$ cat config.mk
export PLATFORM = sky130hd
export DESIGN_NAME = draf_filter
export DESIGN_NICKNAME = d
export VERILOG_FILES = /design/src/draf_pkg.sv /design/src/draf_filter.sv
export SDC_FILE = /design/constraint.sdc
export NUM_CORES = 2
export LEC_CHECK = 0
export BUFFER_PORTS_ARGS = -buffer_cell sky130_fd_sc_hd__buf_4
export CAP_MARGIN = 10
export CORE_ASPECT_RATIO = 0.5
export CORE_MARGIN = 2
export CORE_UTILIZATION = 45
export CTS_CLUSTER_SIZE = 16
export DETAILED_ROUTE_END_ITERATION = 10
export PLACE_DENSITY_LB_ADDON = 0.12
export SLEW_MARGIN = 30
export SYNTH_ARGS = -nofsm -noshare
export SYNTH_HDL_FRONTEND = slang
export SYNTH_SLANG_ARGS = --single-unit
$ cat constraint.sdc
create_clock -name ref_clk -period 5.6 [get_ports ref_clk]
set_clock_uncertainty 0.05 [all_clocks]
set_input_delay 1.68 -clock ref_clk [delete_from_list [all_inputs] [get_ports ref_clk]]
set_output_delay 1.68 -clock ref_clk [all_outputs]
set_load 0.02 [all_outputs]
$ cat src/draf_pkg.sv
/*
  Package for the DRAM region access filter: register map, field layout,
  reset values and the request carrier.
  Assumes one clock (ref_clk, 10 MHz) and the APB-style register port.
*/
package draf_pkg;
  // ==========================================================
  // Widths
  localparam int ADDR_W = 32;
  localparam int DATA_W = 32;
  localparam int PADDR_W = 12;
  localparam int NUM_REGIONS = 16;
  localparam int IDX_W = 4;

  // ==========================================================
  // Register offsets
  localparam logic [PADDR_W-1:0] OFF_CONFIG = 12'h000;
  localparam logic [PADDR_W-1:0] OFF_INT_EN = 12'h004;
  localparam logic [PADDR_W-1:0] OFF_INT_STAT = 12'h008;
  localparam logic [PADDR_W-1:0] OFF_FAIL_ADDR = 12'h00C;
  localparam logic [PADDR_W-1:0] OFF_FAIL_CTRL = 12'h010;
  localparam logic [PADDR_W-1:0] OFF_LOCK = 12'h014;
  localparam logic [PADDR_W-1:0] OFF_GPR_NINE = 12'h018;
  localparam logic [PADDR_W-1:0] OFF_GPR_TEN = 12'h01C;
  localparam logic [PADDR_W-1:0] OFF_OCRAM_SPLIT = 12'h020;
  localparam logic [PADDR_W-1:0] OFF_REGION_BASE = 12'h100;
  localparam logic [PADDR_W-1:0] OFF_REGION_ATTR = 12'h104;
  localparam int REGION_STRIDE_LSB = 4;

  // ==========================================================
  // Fields
  localparam logic [DATA_W-1:0] CONFIG_VALUE = 32'h0000_0010;
  localparam int ATTR_EN_BIT = 0;
  localparam int ATTR_SIZE_LSB = 1;
  localparam int ATTR_SIZE_W = 6;
  localparam int ATTR_SUBDIS_LSB = 8;
  localparam int ATTR_PERM_LSB = 28;
  localparam int PERM_NS_WR = 0;
  localparam int PERM_NS_RD = 1;
  localparam int PERM_S_WR = 2;
  localparam int PERM_S_RD = 3;
  // Size code s gives a region of 2^(s+1) bytes; 14 is 32 KB
  localparam logic [ATTR_SIZE_W-1:0] MIN_SIZE_CODE = 6'h0E;
  localparam int GPR_NINE_BYPASS_BIT = 0;
  localparam int GPR_TEN_EN_BIT = 0;
  localparam int GPR_TEN_ID_SWAP_BIT = 1;
  localparam int GPR_TEN_EN_LOCK_BIT = 2;
  localparam int SPLIT_EN_BIT = 31;
  localparam logic [ADDR_W-1:0] OCRAM_BASE = 32'h0090_0000;
  localparam logic [ADDR_W-1:0] OCRAM_SIZE = 32'h0004_0000;

  // ==========================================================
  // Reset values
  localparam logic [DATA_W-1:0] ATTR_RESET = 32'h0000_0000;
  localparam logic [DATA_W-1:0] ZERO_WORD = 32'h0000_0000;

  // ==========================================================
  // Carrier
  typedef struct packed {
    logic [ADDR_W-1:0] addr;
    logic write;
    logic secure;
  } draf_req_t;
endpackage

$ cat src/draf_filter.sv
/*
  DRAM region access filter: address-phase checker with sixteen
  prioritised regions, a register port, bypass/enable control and an
  on-chip RAM secure split.
  Assumes requesters and the register master run on ref_clk.
*/
`timescale 1ns/1ps
module draf_filter
(
  // Clock and reset
  input wire logic ref_clk,
  input wire logic rstn,
  // Register port
  input wire logic psel,
  input wire logic penable,
  input wire logic pwrite,
  input wire logic [draf_pkg::PADDR_W-1:0] paddr,
  input wire logic [draf_pkg::DATA_W-1:0] pwdata,
  output logic [draf_pkg::DATA_W-1:0] prdata,
  output logic pready,
  output logic pslverr,
  // Requester side
  input wire logic sValid,
  input wire draf_pkg::draf_req_t sReq,
  output logic sReady,
  output logic sErr,
  // Memory side
  output logic mValid,
  output draf_pkg::draf_req_t mReq,
  input wire logic mReady,
  // Violation interrupt
  output logic irq
);

  // ==========================================================
  // Storage
  logic [draf_pkg::ADDR_W-1:0] regBase_q [draf_pkg::NUM_REGIONS];
  logic [draf_pkg::DATA_W-1:0] regAttr_q [draf_pkg::NUM_REGIONS];
  logic intEn_q;
  logic intStat_q;
  logic [draf_pkg::ADDR_W-1:0] failAddr_q;
  logic [1:0] failCtrl_q;
  logic lock_q;
  logic bypassOff_q;
  logic enable_q;
  logic idSwapBypass_q;
  logic enLock_q;
  logic [draf_pkg::DATA_W-1:0] split_q;
  logic idle_q;
  logic wrAcc;
  logic rdAcc;
  logic active;
  logic allow;
  logic take;
  logic deny;

  // ==========================================================
  // Decode
  function automatic logic isRegion(input logic [draf_pkg::PADDR_W-1:0] a,
                                    input logic [draf_pkg::PADDR_W-1:0] off);
    isRegion = (a[draf_pkg::PADDR_W-1:8] == off[draf_pkg::PADDR_W-1:8])
               && (a[3:0] == off[3:0]);
  endfunction

  function automatic logic [draf_pkg::IDX_W-1:0] regionIdx(input logic [draf_pkg::PADDR_W-1:0] a);
    regionIdx = a[draf_pkg::REGION_STRIDE_LSB +: draf_pkg::IDX_W];
  endfunction

  // Every access is taken in the cycle after its setup, one wait state
  assign wrAcc = psel && penable && !pready && pwrite;
  assign rdAcc = psel && penable && !pready && !pwrite;

  // ==========================================================
  // Region check
  function automatic logic checkAccess(input draf_pkg::draf_req_t r);
    logic [3:0] perm;
    logic [draf_pkg::ATTR_SIZE_W-1:0] sz;
    logic [draf_pkg::ADDR_W-1:0] diff;
    logic [2:0] sub;
    logic hit;
    perm = regAttr_q[0][draf_pkg::ATTR_PERM_LSB +: 4];
    sz = draf_pkg::MIN_SIZE_CODE;
    diff = '0;
    sub = '0;
    hit = 1'b0;
    // Ascending scan so the highest numbered hit overrides
    for (int i = 1; i < draf_pkg::NUM_REGIONS; i++)
    begin
      sz = regAttr_q[i][draf_pkg::ATTR_SIZE_LSB +: draf_pkg::ATTR_SIZE_W];
      if (sz < draf_pkg::MIN_SIZE_CODE)
        sz = draf_pkg::MIN_SIZE_CODE;
      diff = r.addr ^ regBase_q[i];
      sub = 3'((r.addr >> (sz - 6'h02)) & 32'h7);
      hit = regAttr_q[i][draf_pkg::ATTR_EN_BIT] && ((diff >> ({26'h0, sz} + 32'h1)) == '0)
            && !regAttr_q[i][draf_pkg::ATTR_SUBDIS_LSB + sub];
      if (hit)
        perm = regAttr_q[i][draf_pkg::ATTR_PERM_LSB +: 4];
    end
    if (r.secure)
      checkAccess = r.write ? perm[draf_pkg::PERM_S_WR] : perm[draf_pkg::PERM_S_RD];
    else
      checkAccess = r.write ? perm[draf_pkg::PERM_NS_WR] : perm[draf_pkg::PERM_NS_RD];
  endfunction

  function automatic logic ocramDeny(input draf_pkg::draf_req_t r);
    logic [draf_pkg::ADDR_W-1:0] off;
    off = r.addr - draf_pkg::OCRAM_BASE;
    // Upper part above the split is secure only
    ocramDeny = split_q[draf_pkg::SPLIT_EN_BIT] && !r.secure && (r.addr >= draf_pkg::OCRAM_BASE)
                && (off < draf_pkg::OCRAM_SIZE) && (off >= {1'b0, split_q[30:0]});
  endfunction

  // Either variant's control turns checking on
  assign active = bypassOff_q || enable_q;
  // A process, so region and split register changes re-evaluate the decision
  always_comb
  begin
    allow = (!active || checkAccess(sReq)) && !ocramDeny(sReq);
  end
  assign take = sValid && idle_q;
  assign deny = take && !allow;

  // ==========================================================
  // Request path
  always_ff @(posedge ref_clk or negedge rstn)
  begin
    if (!rstn)
    begin
      idle_q <= 1'b1;
      mValid <= 1'b0;
      mReq <= '0;
      sErr <= 1'b0;
    end
    else
    begin
      sErr <= deny;
      if (take)
      begin
        mValid <= allow;
        mReq <= sReq;
        idle_q <= !allow;
      end
      else if (mValid && mReady)
      begin
        mValid <= 1'b0;
        idle_q <= 1'b1;
      end
    end
  end

  assign sReady = idle_q;

  // ==========================================================
  // Violation status and interrupt
  always_ff @(posedge ref_clk or negedge rstn)
  begin
    if (!rstn)
    begin
      intStat_q <= 1'b0;
      failAddr_q <= '0;
      failCtrl_q <= '0;
      irq <= 1'b0;
    end
    else
    begin
      // A new violation wins over a clear in the same cycle
      if (deny)
      begin
        intStat_q <= 1'b1;
        failAddr_q <= sReq.addr;
        failCtrl_q <= {sReq.write, sReq.secure};
      end
      else if (wrAcc && paddr == draf_pkg::OFF_INT_STAT && pwdata[0])
      begin
        intStat_q <= 1'b0;
      end
      irq <= intStat_q && intEn_q;
    end
  end

  // ==========================================================
  // Control registers
  always_ff @(posedge ref_clk or negedge rstn)
  begin
    if (!rstn)
    begin
      intEn_q <= 1'b0;
      lock_q <= 1'b0;
      bypassOff_q <= 1'b0;
      enable_q <= 1'b0;
      idSwapBypass_q <= 1'b0;
      enLock_q <= 1'b0;
      split_q <= draf_pkg::ZERO_WORD;
    end
    else if (wrAcc)
    begin
      if (paddr == draf_pkg::OFF_INT_EN)
        intEn_q <= pwdata[0];
      if (paddr == draf_pkg::OFF_LOCK && pwdata[0])
        lock_q <= 1'b1;
      if (paddr == draf_pkg::OFF_GPR_NINE && pwdata[draf_pkg::GPR_NINE_BYPASS_BIT])
        bypassOff_q <= 1'b1;
      if (paddr == draf_pkg::OFF_GPR_TEN)
      begin
        enable_q <= pwdata[draf_pkg::GPR_TEN_EN_BIT] || (enLock_q && enable_q);
        enLock_q <= enLock_q || pwdata[draf_pkg::GPR_TEN_EN_LOCK_BIT];
        idSwapBypass_q <= pwdata[draf_pkg::GPR_TEN_ID_SWAP_BIT];
      end
      if (paddr == draf_pkg::OFF_OCRAM_SPLIT && !lock_q)
      begin
        split_q <= pwdata;
      end
    end
  end

  // ==========================================================
  // Region registers
  always_ff @(posedge ref_clk or negedge rstn)
  begin
    if (!rstn)
    begin
      for (int i = 0; i < draf_pkg::NUM_REGIONS; i++)
      begin
        regBase_q[i] <= draf_pkg::ZERO_WORD;
        regAttr_q[i] <= draf_pkg::ATTR_RESET;
      end
    end
    else if (wrAcc && !lock_q)
    begin
      // Region zero covers everything; only its permission is writable
      if (isRegion(paddr, draf_pkg::OFF_REGION_BASE) && regionIdx(paddr) != '0)
      begin
        regBase_q[regionIdx(paddr)] <= pwdata;
      end
      if (isRegion(paddr, draf_pkg::OFF_REGION_ATTR))
      begin
        if (regionIdx(paddr) == '0)
        begin
          regAttr_q[0] <= {pwdata[31:28], 28'h0};
        end
        else
        begin
          regAttr_q[regionIdx(paddr)] <= pwdata;
        end
      end
    end
  end

  // ==========================================================
  // Register read
  always_ff @(posedge ref_clk or negedge rstn)
  begin
    if (!rstn)
    begin
      prdata <= draf_pkg::ZERO_WORD;
      pready <= 1'b0;
      pslverr <= 1'b0;
    end
    else
    begin
      pready <= psel && penable && !pready;
      pslverr <= 1'b0;
      prdata <= draf_pkg::ZERO_WORD;
      if (wrAcc || rdAcc)
      begin
        if (isRegion(paddr, draf_pkg::OFF_REGION_BASE))
        begin
          prdata <= rdAcc ? regBase_q[regionIdx(paddr)] : draf_pkg::ZERO_WORD;
        end
        else if (isRegion(paddr, draf_pkg::OFF_REGION_ATTR))
        begin
          prdata <= rdAcc ? regAttr_q[regionIdx(paddr)] : draf_pkg::ZERO_WORD;
        end
        else if (rdAcc)
        begin
          unique case (paddr)
            draf_pkg::OFF_CONFIG: prdata <= draf_pkg::CONFIG_VALUE;
            draf_pkg::OFF_INT_EN: prdata <= {31'h0, intEn_q};
            draf_pkg::OFF_INT_STAT: prdata <= {31'h0, intStat_q};
            draf_pkg::OFF_FAIL_ADDR: prdata <= failAddr_q;
            draf_pkg::OFF_FAIL_CTRL: prdata <= {30'h0, failCtrl_q};
            draf_pkg::OFF_LOCK: prdata <= {31'h0, lock_q};
            draf_pkg::OFF_GPR_NINE: prdata <= {31'h0, bypassOff_q};
            draf_pkg::OFF_GPR_TEN: prdata <= {29'h0, enLock_q, idSwapBypass_q, enable_q};
            draf_pkg::OFF_OCRAM_SPLIT: prdata <= split_q;
            default: pslverr <= 1'b1;
          endcase
        end
        else if (!(paddr inside {draf_pkg::OFF_INT_EN, draf_pkg::OFF_INT_STAT, draf_pkg::OFF_LOCK,
                   draf_pkg::OFF_GPR_NINE, draf_pkg::OFF_GPR_TEN, draf_pkg::OFF_OCRAM_SPLIT}))
        begin
          pslverr <= 1'b1;
        end
      end
    end
  end

endmodule

==> flow_metrics.env <==
export IMPL_post_route_period_util=1.064
export IMPL_dieArea_um2=193100
export IMPL_hold_violations=0
export IMPL_cts_root_buf="clkbuf_16"
export IMPL_cap_violations=0
export IMPL_die_y_um=311.7
export IMPL_fp_row_count=112
export IMPL_max_stage_delay_ns=0.56
export IMPL_yosys_warnings=0
export IMPL_ir_worst_vdd_mv=0.2991
export IMPL_worstHoldPathType="reg -> reg"
export IMPL_nNetsFinal=9399
export IMPL_dp_hpwl_um=331000
export IMPL_gr_total_overflow=0
export IMPL_clock_latency_ns=0.80
export IMPL_cp_arrival_ns=6.54
export IMPL_cellPowerDensity_nw_per_um2=189.7
export IMPL_synth_edff_count=0
export IMPL_ant_nets=0
export IMPL_crit_family="compound AO/OA/AOI/OAI gates"
export IMPL_clkPwrFrac=0.430
export IMPL_synth_top_area_share=0.3430
export IMPL_detail_route_iter0_violations=12180
export IMPL_yosysSeqAreaShare=0.3433
export IMPL_worst_pin_slew_ns=1.095
export IMPL_io_buffers=156
export IMPL_worst_slack_ns=-0.3612
export IMPL_power_mw=20.14
export IMPL_netlist_area_um2=85220
export IMPL_drt_wl_total_um=441100
export IMPL_first_global_vias=76060
export IMPL_core_um2=187400
export IMPL_internal_power_mw=14.32
export IMPL_status="complete, but fails checks"
export IMPL_grt_usage=0.4476
export IMPL_area_delta_synth_final_pct=24.58
export IMPL_cp_required_ns=6.18
export IMPL_final_cells=11910
export IMPL_syn_avg_cell_area_um2=10.30
export IMPL_min_period_ns=5.961
export IMPL_gp_congestion=1.074
export IMPL_ys_ff_latch=1169
export IMPL_synth_flop_cell="dfrtp_1"
export IMPL_dr_total_vias=81340
export IMPL_synth_top_area_cell="dfrtp_1"
export IMPL_synthTopCellsByArea="dfrtp_1 (34%), mux2_2 (14%), mux4_2 (11%)"
export IMPL_switching_power_mw=5.818
export IMPL_syn_num_nets=8407
export IMPL_clock_path_buffers=3
export IMPL_cts_tree="built"
export IMPL_cts_hold_buf=0
export IMPL_finalSetupViolations=36
export IMPL_cts_sinks=1169
export IMPL_p_leak_nw=48.30
export IMPL_rsz0062_at_grt="yes"
export IMPL_crit_slowest_cell="o41ai_4"
export IMPL_drive_gt1_frac=0.4101
export IMPL_synth_cell_type_count=111
export IMPL_syn_inst=8273
export IMPL_initial_core_util=0.4549
export IMPL_worst_setup_path_type="in -> reg"
export IMPL_p_sw_frac=0.2889
export IMPL_wl_per_cell_um=37.05
export IMPL_route_detailed_drc=0
export IMPL_crit_fanout=10
export IMPL_path_clk_slew_ns=0.07
export IMPL_drtPass1Iterations=6
export IMPL_crit_buf_inv=8
export IMPL_grt_max_degree=134
export IMPL_grt_pass1_wl_um=610100
export IMPL_dpl_cell_count=11620
export IMPL_cp_start_kind="primary input"
export IMPL_path_cells="buf_8 -> buf_4 -> xnor2_1 -> o21ai_0 -> a21oi_1 -> nand2_1 -> o211ai_1 -> nand3_1 -> buf_4 -> o41ai_4 -> buf_4 -> o211ai_1 -> mux2i_1 -> nor4_2 -> buf_4 -> a2111oi_4 -> a21oi_2 -> o32ai_4 -> buf_12 -> nand3_4 -> buf_6 -> buf_12 -> mux2_4"
export IMPL_p_comb_frac=0.150
export IMPL_antenna_found_initial=78
export IMPL_seq_power_share=0.420
export IMPL_max_freq_ghz=0.1678
export IMPL_dieWidth_um=619.4
export IMPL_async_flop_share=1.000
export IMPL_slew_viol_final=0
export IMPL_slew_limit_headroom=0.2702
export IMPL_avgViaCountPerCell=6.832
export IMPL_critPathCaptureType="flip-flop"
export IMPL_crit_path_frequent_cell="buf_4"
export IMPL_violations="negative setup slack"
export IMPL_io_pins=157
export IMPL_h_tree_depth=3
export IMPL_whs_ns=0.3273
export IMPL_numCtsBuffers=112
-- synth_stat cells, types with 53 or more instances --
library cell  instances
dfrtp_1            1168
mux2_2             1056
nand2_1             580
clkbuf_1            541
mux4_2              433
o21ai_0             368
nor2_1              335
mux2i_1             312
a21oi_1             309
xnor2_1             259
nand3_1             254
nor3_1              216
xor2_1              202
buf_2               175
buf_1               173
a211oi_1            154
inv_1               133
o211ai_1            121
a31oi_1              98
o22ai_1              81
and2_1               69
a221oi_1             67
nand2b_1             63
and3_1               61
nor2b_1              57
a2111oi_0            55
nand4_1              53
-- per-stage QoR --
stage | TNS [ns] | util | area, um^2 | worst slack, ns
floorplan | -7.175 | - | 85440 | -0.2350
global placement | -60.81 | 0.5320 | 99670 | -1.643
detailed placement | -53.02 | 0.5320 | 99680 | -1.440
CTS | -6.978 | 0.5593 | 104800 | -0.2507
global route | -12.82 | 0.5661 | 106100 | -0.4105
finish | -10.98 | 0.5667 | 106200 | -0.3612
-- state kept, by name, summed over array words and instances (netlist names), 2 cells and up --
register and cells:
mReq 34, split_q 32, failCtrl_q 2, regAttr_q 512, failAddr_q 32, prdata 32
regBase_q 512
-- worst reg2reg max path: cells and delay by family (launching register included) --
family,cells,cell delay [ns]
AOI/OAI and AO/OA,7,1.07
xor gates and xnor gates,1,0.28
adders and majority gates,1,0.19
buffers and inverters,11,1.76
DFF,1,0.42
muxes,4,0.95
and+or+nand+nor,4,0.98
-- power groups by stage --
stage | logic (mW) | clock network [mW] | registers [mW]
after floorplan | 1.17 | 0 | 8.62
after global placement | 2.81 | 0 | 8.62
after detailed placement | 2.81 | 0 | 8.62
after CTS | 2.87 | 8.71 | 8.46
after global routing | 3.10 | 9.05 | 8.45
final | 3.02 | 8.66 | 8.46
-- final cells by class --
cell class	count	area, um^2
multi-input cells	6046	53400
flip-flops and latches	1169	29260
clock buffers	146	3172
fillers	16530	81190
repair buffers	1785	15650
clock inverters	59	882.1
well taps	2508	3138
diodes	41	102.6
inverters	151	566.8
-- placed cells by master, fill, tap and decap left out, types with 61 or more instances in the layout --
cell       count
buf_4       1560
dfrtp_1     1167
mux2_2      1051
nand2_1      566
mux4_2       433
o21ai_0      354
nor2_1       317
mux2i_1      310
a21oi_1      304
nand3_1      242
xnor2_1      229
nor3_1       206
xor2_1       188
a211oi_1     140
buf_12       140
inv_1        129
o211ai_1     121
clkbuf_16    116
a31oi_1       96
o22ai_1       76
and2_1        68
nand2b_1      63
buf_6         61
-- path summary, 6_finish.rpt --
path | end | start | depth (start not counted) | slack [ns]
min | regBase_q[501] | regBase_q[501] | 0 | 0.33
max in group asynchronous | regBase_q[328] | rstn | 2 | 3.35
max | failAddr_q[15] | sReq[31] | 23 | -0.36
min reg2reg | regBase_q[501] | regBase_q[501] | 0 | 0.33
min in group asynchronous | regAttr_q[249] | rstn | 1 | 0.75
max reg2reg | failAddr_q[15] | regAttr_q[101] | 28 | -0.21
-- repair_timing --
| action | 4_1_cts | 5_1_grt |
|---|---|---|
| cloned | 2 | 2 |
| endpoints found under the setup margin | 38 | 38 |
| setup buffers | 28 | 25 |
| pin swaps | 31 | 42 |
| gates resized for setup | 154 | 229 |
-- per-layer routing --
metal  track usage  wire length [um]  part of all wire  up-vias
li1              -                 -                 -    33170
met1        0.6241            179100              0.41    41540
met2        0.5796            168100              0.38     5543
met3        0.2130             70390              0.16     1046
met4        0.1969             23170             0.053       48
met5             0               305           0.00069        -
-- cells by family (layout without fill, tap and decap cells) --
logic type	after synthesis	in the layout	synth area share
multiplexers	1831	1831	0.2958
AO/OA/AOI/OAI	1827	1827	0.1495
buffers and inverters	1058	2141	0.05028
other	0	41	0
adder cells (fa/ha/maj)	49	49	0.007194
flip-flops	1169	1169	0.3433
XOR/XNOR	466	466	0.04846
AND/OR/NAND/NOR	1873	1873	0.1055
(Power assumes the default switching activity.)
